## config.mk

```make
export PLATFORM = sky130hd
export DESIGN_NAME = mie_exec_core
export DESIGN_NICKNAME = d
export VERILOG_FILES = /design/src/mie_pkg.sv /design/src/mie_mem_if.sv /design/src/mie_data_mem.sv /design/src/mie_exec_core.sv
export SDC_FILE = /design/constraint.sdc
export NUM_CORES = 1
export LEC_CHECK = 0
export BUFFER_PORTS_ARGS = -buffer_cell sky130_fd_sc_hd__clkbuf_2
export CAP_MARGIN = 0
export CORE_UTILIZATION = 50
export DETAILED_ROUTE_END_ITERATION = 8
export PLACE_DENSITY = 0.64
export SYNTH_ARGS = -nofsm -noshare
export SYNTH_HDL_FRONTEND = slang
export SYNTH_HIERARCHICAL = 1
export SYNTH_SLANG_ARGS = --single-unit
```

## constraint.sdc

```tcl
create_clock -name core_clk -period 4.45 [get_ports core_clk]
set_clock_uncertainty 0.15 [all_clocks]
set_input_delay 0 -clock core_clk [delete_from_list [all_inputs] [get_ports core_clk]]
set_output_delay 0 -clock core_clk [all_outputs]
set_load 0.02 [all_outputs]
```

## src/mie_pkg.sv

```systemverilog
// package: constants and types of the instruction execution block
package mie_pkg;

   // -----------------------------------------------------------------
   // widths and depths
   // -----------------------------------------------------------------
   localparam int unsigned DATA_W    = 8;
   localparam int unsigned ADDR_W    = 6;
   localparam int unsigned MEM_DEPTH = 64;
   localparam int unsigned PC_W      = 12;
   localparam int unsigned STK_DEPTH = 8;
   localparam int unsigned STK_PTR_W = 3;
   localparam int unsigned FLG_W     = 5;

   // -----------------------------------------------------------------
   // register offsets (byte addresses)
   // -----------------------------------------------------------------
   localparam logic [7:0] OFS_CMD       = 8'h00;
   localparam logic [7:0] OFS_WREG      = 8'h04;
   localparam logic [7:0] OFS_FLAGS     = 8'h08;
   localparam logic [7:0] OFS_PC        = 8'h0c;
   localparam logic [7:0] OFS_STATUS    = 8'h10;
   localparam logic [7:0] OFS_STACK_TOP = 8'h14;
   localparam logic [7:0] OFS_MEM_ADDR  = 8'h18;
   localparam logic [7:0] OFS_MEM_DATA  = 8'h1c;

   // -----------------------------------------------------------------
   // command word fields
   // -----------------------------------------------------------------
   localparam int unsigned CMD_IMM_LSB  = 0;
   localparam int unsigned CMD_TGT_LSB  = 0;
   localparam int unsigned CMD_ADDR_LSB = 8;
   localparam int unsigned CMD_BIT_LSB  = 16;
   localparam int unsigned CMD_OP_LSB   = 20;

   // -----------------------------------------------------------------
   // flag bit positions
   // -----------------------------------------------------------------
   localparam int unsigned FLG_NIL   = 0;
   localparam int unsigned FLG_SPILL = 1;
   localparam int unsigned FLG_HALF  = 2;
   localparam int unsigned FLG_WRAP  = 3;
   localparam int unsigned FLG_SCMP  = 4;

   // -----------------------------------------------------------------
   // reset values and steps
   // -----------------------------------------------------------------
   localparam logic [DATA_W-1:0]    WREG_RST  = 8'h00;
   localparam logic [FLG_W-1:0]     FLAGS_RST = 5'h00;
   localparam logic [PC_W-1:0]      PC_RST    = 12'h000;
   localparam logic [PC_W-1:0]      PC_STEP   = 12'h001;
   localparam logic [DATA_W-1:0]    ZERO_BYTE = 8'h00;

   // -----------------------------------------------------------------
   // opcodes and sequencer states
   // -----------------------------------------------------------------
   typedef enum logic [3:0] {
      OP_ADD_M     = 4'h0,
      OP_AND_AM    = 4'h1,
      OP_AND_AI    = 4'h2,
      OP_AND_M     = 4'h3,
      OP_CALL      = 4'h4,
      OP_ZERO_FILL = 4'h5,
      OP_BIT_ZERO  = 4'h6,
      OP_NONE      = 4'hf
   } mie_op_t;

   typedef enum logic [2:0] {
      ST_IDLE   = 3'b000,
      ST_READ   = 3'b001,
      ST_EXEC   = 3'b010,
      ST_CALL_A = 3'b011,
      ST_CALL_B = 3'b100
   } mie_state_t;

endpackage

```

## src/mie_mem_if.sv

```systemverilog
// interface: data memory port between sequencer and memory
`timescale 1ns/1ps
`default_nettype none
interface mie_mem_if
   import mie_pkg::*;
();
   logic [ADDR_W-1:0] addr;
   logic              we;
   logic [DATA_W-1:0] wdata;
   logic [DATA_W-1:0] rdata;

   modport ctrl (output addr, output we, output wdata, input rdata);
   modport mem  (input addr, input we, input wdata, output rdata);
endinterface
`default_nettype wire

```

## src/mie_data_mem.sv

```systemverilog
// module: byte-wide data memory with registered read data
`timescale 1ns/1ps
`default_nettype none
module mie_data_mem
   import mie_pkg::*;
(
   // clock and reset
   input  wire logic core_clk,
   input  wire logic rst,
   // memory port
   mie_mem_if.mem    port
);
   logic [DATA_W-1:0] cells [MEM_DEPTH];

   // contents are not reset: software initialises what it uses
   always_ff @(posedge core_clk) begin
      if (port.we) begin
         cells[port.addr] <= port.wdata;
      end
   end

   // read returns the old byte when read and write meet
   always_ff @(posedge core_clk) begin
      if (rst) begin
         port.rdata <= ZERO_BYTE;
      end else begin
         port.rdata <= cells[port.addr];
      end
   end
endmodule
`default_nettype wire

```

## src/mie_exec_core.sv

```systemverilog
// module: execution of a subset of an 8-bit core's instructions, wishbone registers
`timescale 1ns/1ps
`default_nettype none
module mie_exec_core
   import mie_pkg::*;
(
   // clock and reset
   input  wire logic        core_clk,
   input  wire logic        rst,
   // wishbone slave
   input  wire logic        wb_cyc,
   input  wire logic        wb_stb,
   input  wire logic        wb_we,
   input  wire logic [7:0]  wb_adr,
   input  wire logic [3:0]  wb_sel,
   input  wire logic [31:0] wb_dat_w,
   output logic      [31:0] wb_dat_r,
   output logic             wb_ack,
   // instruction status
   output logic             retire
);
   // ----------------------------------------------------------------
   // functions and state
   // ----------------------------------------------------------------
   function automatic logic is_nil(input logic [DATA_W-1:0] v);
      return (v == ZERO_BYTE);
   endfunction
   function automatic logic [DATA_W-1:0] bit_mask(input logic [2:0] b);
      return 8'h01 << b;
   endfunction
   function automatic logic writes_mem(input mie_op_t o);
      return (o == OP_ADD_M) || (o == OP_AND_M) || (o == OP_ZERO_FILL) || (o == OP_BIT_ZERO);
   endfunction

   mie_state_t           state;
   mie_op_t              op;
   logic [DATA_W-1:0]    imm, wreg, res;
   logic [ADDR_W-1:0]    maddr, bus_maddr;
   logic [2:0]           bsel;
   logic [PC_W-1:0]      pc, tgt;
   logic [FLG_W-1:0]     flags;
   logic [PC_W-1:0]      stack [STK_DEPTH];
   logic [STK_PTR_W-1:0] sp;
   logic                 bus_rd_pend, req, idle, wr_ok, start;
   logic [8:0]           sum9;
   logic [4:0]           sum5;
   mie_mem_if            mif ();

   mie_data_mem u_mem (
      .core_clk (core_clk),
      .rst      (rst),
      .port     (mif.mem)
   );

   // ----------------------------------------------------------------
   // bus decode and datapath
   // ----------------------------------------------------------------
   assign req   = wb_cyc & wb_stb & ~wb_ack;
   assign idle  = (state == ST_IDLE);
   // writes wait for idle so software never races the sequencer
   assign wr_ok = req & wb_we & idle & wb_sel[0];
   assign start = wr_ok & (wb_adr == OFS_CMD) & (wb_sel[2:0] == 3'b111);

   always_comb begin
      sum9 = {1'b0, wreg} + {1'b0, mif.rdata};
      sum5 = {1'b0, wreg[3:0]} + {1'b0, mif.rdata[3:0]};
      case (op)
         OP_ADD_M:            res = sum9[7:0];
         OP_AND_AM, OP_AND_M: res = wreg & mif.rdata;
         OP_AND_AI:           res = wreg & imm;
         OP_BIT_ZERO:         res = mif.rdata & ~bit_mask(bsel);
         default:             res = ZERO_BYTE;
      endcase
   end

   // memory port: bus owns it while idle, sequencer otherwise
   always_comb begin
      if (idle) begin
         mif.addr  = bus_maddr;
         mif.we    = wr_ok & (wb_adr == OFS_MEM_DATA);
         mif.wdata = wb_dat_w[7:0];
      end else begin
         mif.addr  = maddr;
         mif.we    = (state == ST_EXEC) & writes_mem(op);
         mif.wdata = res;
      end
   end

   // ----------------------------------------------------------------
   // command latch and sequencer
   // ----------------------------------------------------------------
   always_ff @(posedge core_clk) begin
      if (rst) begin
         op    <= OP_NONE;
         imm   <= ZERO_BYTE;
         maddr <= '0;
         bsel  <= '0;
         tgt   <= PC_RST;
      end else if (start) begin
         op    <= mie_op_t'(wb_dat_w[CMD_OP_LSB +: 4]);
         imm   <= wb_dat_w[CMD_IMM_LSB +: DATA_W];
         maddr <= wb_dat_w[CMD_ADDR_LSB +: ADDR_W];
         bsel  <= wb_dat_w[CMD_BIT_LSB +: 3];
         tgt   <= wb_dat_w[CMD_TGT_LSB +: PC_W];
      end
   end

   // one instruction cycle is read then exec
   always_ff @(posedge core_clk) begin
      if (rst) begin
         state <= ST_IDLE;
      end else begin
         case (state)
            ST_IDLE:   state <= start ? ST_READ : ST_IDLE;
            ST_READ:   state <= ST_EXEC;
            ST_EXEC:   state <= (op == OP_CALL) ? ST_CALL_A : ST_IDLE;
            ST_CALL_A: state <= ST_CALL_B;
            ST_CALL_B: state <= ST_IDLE;
            default:   state <= ST_IDLE;
         endcase
      end
   end

   always_ff @(posedge core_clk) begin
      if (rst) begin
         retire <= 1'b0;
      end else begin
         retire <= ((state == ST_EXEC) & (op != OP_CALL)) | (state == ST_CALL_B);
      end
   end

   // ----------------------------------------------------------------
   // architectural registers
   // ----------------------------------------------------------------
   always_ff @(posedge core_clk) begin
      if (rst) begin
         wreg <= WREG_RST;
      end else if (wr_ok & (wb_adr == OFS_WREG)) begin
         wreg <= wb_dat_w[7:0];
      end else if ((state == ST_EXEC) & ((op == OP_AND_AM) | (op == OP_AND_AI))) begin
         wreg <= res;
      end
   end

   always_ff @(posedge core_clk) begin
      if (rst) begin
         flags <= FLAGS_RST;
      end else if (wr_ok & (wb_adr == OFS_FLAGS)) begin
         flags <= wb_dat_w[FLG_W-1:0];
      end else if (state == ST_EXEC) begin
         case (op)
            OP_ADD_M: begin
               flags[FLG_NIL]   <= is_nil(res);
               flags[FLG_SPILL] <= sum9[8];
               flags[FLG_HALF]  <= sum5[4];
               flags[FLG_WRAP]  <= (wreg[7] == mif.rdata[7]) & (res[7] != wreg[7]);
               flags[FLG_SCMP]  <= ((wreg[7] == mif.rdata[7]) & (res[7] != wreg[7])) ^ res[7];
            end
            OP_AND_AM, OP_AND_AI, OP_AND_M: flags[FLG_NIL] <= is_nil(res);
            default: flags <= flags;
         endcase
      end
   end

   always_ff @(posedge core_clk) begin
      if (rst) begin
         pc <= PC_RST;
      end else if (wr_ok & (wb_adr == OFS_PC)) begin
         pc <= wb_dat_w[PC_W-1:0];
      end else if ((state == ST_EXEC) & (op != OP_CALL)) begin
         pc <= pc + PC_STEP;
      end else if (state == ST_CALL_B) begin
         pc <= tgt;
      end
   end

   // stack is circular: a ninth push overwrites the oldest entry
   always_ff @(posedge core_clk) begin
      if (rst) begin
         sp <= '0;
         for (int i = 0; i < STK_DEPTH; i++) begin
            stack[i] <= PC_RST;
         end
      end else if ((state == ST_EXEC) & (op == OP_CALL)) begin
         stack[sp] <= pc + PC_STEP;
         sp        <= sp + 1'b1;
      end
   end

   always_ff @(posedge core_clk) begin
      if (rst) begin
         bus_maddr <= '0;
      end else if (wr_ok & (wb_adr == OFS_MEM_ADDR)) begin
         bus_maddr <= wb_dat_w[ADDR_W-1:0];
      end
   end

   // ----------------------------------------------------------------
   // wishbone answer
   // ----------------------------------------------------------------
   always_ff @(posedge core_clk) begin
      if (rst) begin
         bus_rd_pend <= 1'b0;
      end else begin
         bus_rd_pend <= req & ~wb_we & idle & (wb_adr == OFS_MEM_DATA) & ~bus_rd_pend;
      end
   end

   always_ff @(posedge core_clk) begin
      if (rst) begin
         wb_ack <= 1'b0;
      end else if (wb_ack) begin
         wb_ack <= 1'b0;
      end else if (req & wb_we) begin
         wb_ack <= idle;
      end else if (req & (wb_adr == OFS_MEM_DATA)) begin
         wb_ack <= bus_rd_pend;
      end else if (req) begin
         wb_ack <= 1'b1;
      end
   end

   always_ff @(posedge core_clk) begin
      if (rst) begin
         wb_dat_r <= 32'h0000_0000;
      end else if (req & ~wb_we) begin
         case (wb_adr)
            OFS_WREG:      wb_dat_r <= 32'(wreg);
            OFS_FLAGS:     wb_dat_r <= 32'(flags);
            OFS_PC:        wb_dat_r <= 32'(pc);
            OFS_STATUS:    wb_dat_r <= 32'({sp, ~idle});
            OFS_STACK_TOP: wb_dat_r <= 32'(stack[sp - 1'b1]);
            OFS_MEM_ADDR:  wb_dat_r <= 32'(bus_maddr);
            OFS_MEM_DATA:  wb_dat_r <= 32'(mif.rdata);
            default:       wb_dat_r <= 32'h0000_0000;
         endcase
      end
   end
endmodule
`default_nettype wire

```

==> results.md <==
Yosys:
- By area the synthesized netlist is led by edfxtp_1 63%, dfxtp_1 5.6%, nor2_1 3.8%, mux2i_1 3.1%, a22oi_1 2.8%.
- The cell count after synthesis is 2053.
- Sequential cells were found to cover 68.8% of the synthesized design area.
- Summed over all instances, the cell type with the most area after synthesis is edfxtp_1.
- The prevailing post-synth register cell is edfxtp_1.
- The number of enable flip-flop cells after synthesis is ~610.
- Of all flip-flops after synthesis, the portion carrying an async set or reset was 0%.
- After synthesis, the mean cell area works out to between 10 and 15 µm².
- The mapped netlist covers 28900 µm².
- During synthesis, Yosys emitted a total of 6 warnings.
- Counting flops and latches in the post-synthesis netlist gives 689.
- The netlist uses 90 different library cells.
- The top cell type by area accounts for 63.2% of the synthesized area.

Clocking:
- TritonCTS built the clock tree.
- The later pin in the worst-skew pair is clocked with a latency of 610 ps.
- TritonCTS created 70 clock buffers.
- The number of hold buffers added after CTS was 43.
- The number of buffers on the longest clock path is 3.
- In this run the number of H-tree levels came out at 3.
- The TritonCTS sink count is 689.
- The number of setup buffers added after CTS is 0.
- Clock-pin slew was measured on the worst setup and hold paths at 60 ps.
- The number of gates resized after CTS is 0.
- The CTS root buffer is clkbuf_16.

Timing:
- The transition time of the tightest slew-check pin is 1110 ps.
- Setup repair after global routing left no endpoint under its margin.
- The final count of negative-setup-slack endpoints is 0.
- After layout, the worst path uses 90.1% of the clock period.
- The count of final hold-check violations came to 0.
- The clock period could shrink to between 4000 and 5000 ps.
- The highest clock frequency the design can meet is 249 MHz.
- The worst pin sits at a relative slew slack of 26.0%.
- The setup TNS is 0 ps.
- The number of slew-limit violations in the final report is 0.

Final layout:
- The area growth from synthesis to layout is 15.3%.
- 0 antenna diodes ended up in the layout.
- In the layout the commonest cells are 608 x edfxtp_1, 288 x nor2_1, 150 x buf_4, 108 x a22oi_1, 104 x nand2_1.
- The number of nets in the finished design is about 2300.
- In the final layout, the share of cells above drive strength 1 is 17.6%.
- Leaving out fill and tap cells, the most frequent cell in the layout is edfxtp_1.

Worst setup path:
- The largest fanout on the critical path is 46.
- The endpoint required time on the critical path is 4750 ps.
- The worst setup path is captured at a flop.
- For the worst setup path, the data arrival time is 4310 ps.
- The worst setup path is launched from a flop.
- The worst setup path is of the reg -> reg kind.

Die:
- The standard cell core area is 56700 µm².
- The row count is 87.
- The die outline width is 242 µm.
- The total die area is ~59000 µm².
- The effective utilization at floorplan is just over 50%.
- The top-level I/O count is between 80 and 90.
- The die height is 242 µm.

Power:
- The clock network fraction of design power is a little over two fifths.
- The design draws 13.0 mW.
- The worst-case IR drop observed on VDD is between 0.0003 and 0.0004 V.
- The leakage power is 11.2 nW.
- Cell internal power was estimated by the tool at 10.4 mW.
- Summed over all nets, the switching power comes to 2.59 mW.
- In this run, flip-flops and latches consume 54.3% of the power.
- The power density over the cells is 391 nW/µm².
- Combinational logic is responsible for 1.9% of the overall power.
- Of the total power, the share spent switching nets is 19.9%.

Global route:
- The number of global-route vias before repair was 18500.
- The first global-routing pass estimated roughly 120000 µm of wire.
- The number of antenna violations at the first check in global routing is 0.
- The total overflow reported by the global router is 0.
- Across every metal layer, demand over resource in global routing totals 26.4%.
- Entering global routing, the biggest net connects 65 pins.

Route:
- The via count of the routed design is 18800.
- The residual antenna-violating net count after detailed routing is 0.
- After detailed routing, the number of remaining DRC violations is 0.
- The routed wire length is 77400 µm.
- The count of routing violations after the opening detailed-route iteration is 1912.
- The per-cell routed wire length is 25.4 µm.
- Using the TritonRoute via totals, the vias-per-cell ratio works out to 6.19.
- The detailed-router iteration count before antenna repair is 6.

Place:
- The placer congestion estimate is 0.915.
- The HPWL after detailed placement is 50400 µm.
- During placement, the flow inserted port buffers numbering 50.

Hold path:
- The worst hold path belongs to the class in -> reg.

Flow run:
- Across the run, the number of max-cap violations was 0.

Outcome:
- The run finished with clean final reports.
## critical path, stage by stage (launching register included)
cell	delay [ps]
dfxtp_1	380
or3_1	650
nand2_1	230
nand2_4	390
nor2b_4	350
buf_4	240
a22oi_1	230
o22ai_1	110
o32a_1	460
a2111oi_0	470
a41oi_1	180
## registers in the layout, summed over array words and instances, names as in the netlist, 6 cells and up
name / cells
maddr: 6
wb_dat_r: 12
wreg: 8
pc: 12
bus_maddr: 6
u_mem/port.rdata: 8
imm: 7
stack: 96
u_mem/cells: 512
## through the flow
step / setup WS, ps / area, µm² / util (%) / instances / hold WS (ps)
floorplan: 406 / 28900 / - / 2072 / -37.1
global placement: 601 / 30700 / 54.1 / 2874 / 64.9
detailed placement: 518 / 30700 / 54.1 / 2874 / 67.3
CTS: 470 / 33300 / 58.7 / 3041 / 0.178
global route: 131 / 33300 / 58.7 / 3041 / 20.2
finish: 438 / 33300 / 58.7 / 3041 / 13.9
## layout make-up
class,count,area [µm²]
Tap cell,756,946
Clock inverter,25,215
Clock buffer,99,1990
Fill cell,4473,23400
Timing Repair Buffer,250,1950
Sequential cell,689,19900
Inverter,15,56.3
Multi-Input combinational cell,1207,8270
## cell usage after synthesis (35+ instances only)
| library cell | instances |
|---|---|
| buf_2 | 47 |
| mux4_2 | 35 |
| nand2_1 | 107 |
| edfxtp_1 | 608 |
| mux2i_1 | 89 |
| o22ai_1 | 42 |
| a21oi_1 | 75 |
| dfxtp_1 | 81 |
| a221oi_1 | 72 |
| nor2_1 | 295 |
| clkbuf_1 | 64 |
| o21ai_0 | 43 |
| a22oi_1 | 108 |
## worst paths after layout
check	from	depth (start not counted)	slack, ps	to
max reg2reg	state[0]$_SDFF_PP0_	10	440	u_mem/port.rdata[2]$_SDFF_PP0_
min reg2reg	wb_dat_r[1]$_SDFFE_PP0P_	2	310	wb_dat_r[1]$_SDFFE_PP0P_
max	state[0]$_SDFF_PP0_	10	440	u_mem/port.rdata[2]$_SDFF_PP0_
min	wb_dat_w[20]	4	10	op[0]$_SDFFE_PP1N_
## power by group through the flow
stage | combinational (mW) | clock (mW) | sequential (mW)
5_1_grt | 0.270 | 6.01 | 7.07
3_5_place_dp | 0.228 | 0 | 7.20
3_3_place_gp | 0.222 | 0 | 7.20
2_1_floorplan | 0.128 | 0 | 7.20
4_1_cts | 0.253 | 5.77 | 7.07
6_report | 0.254 | 5.69 | 7.07
## metal layers
layer | GRT usage [%] | vias to the layer above | wire length, µm
met4 | 10.6 | 0 | 3040
met2 | 43.0 | 860 | 37500
li1 | - | 8346 | -
met1 | 35.1 | 9443 | 30800
met3 | 4.58 | 175 | 6000
met5 | 0 | - | 0
## cells by family (layout without fill, tap and decap cells)
kind of cell    Yosys count  count (layout)  synth area share, %
flops                   689             689                 68.8
compound gates          472             472                 11.9
mux                     143             143                 6.56
other cells               1              20               0.0130
fa+ha+maj                12              12                0.546
simple gates            543             543                 8.45
buf+inv                 176             389                 3.20
xor+xnor                 17              17                0.516
Note: power is estimated with default switching activity, not from simulation.
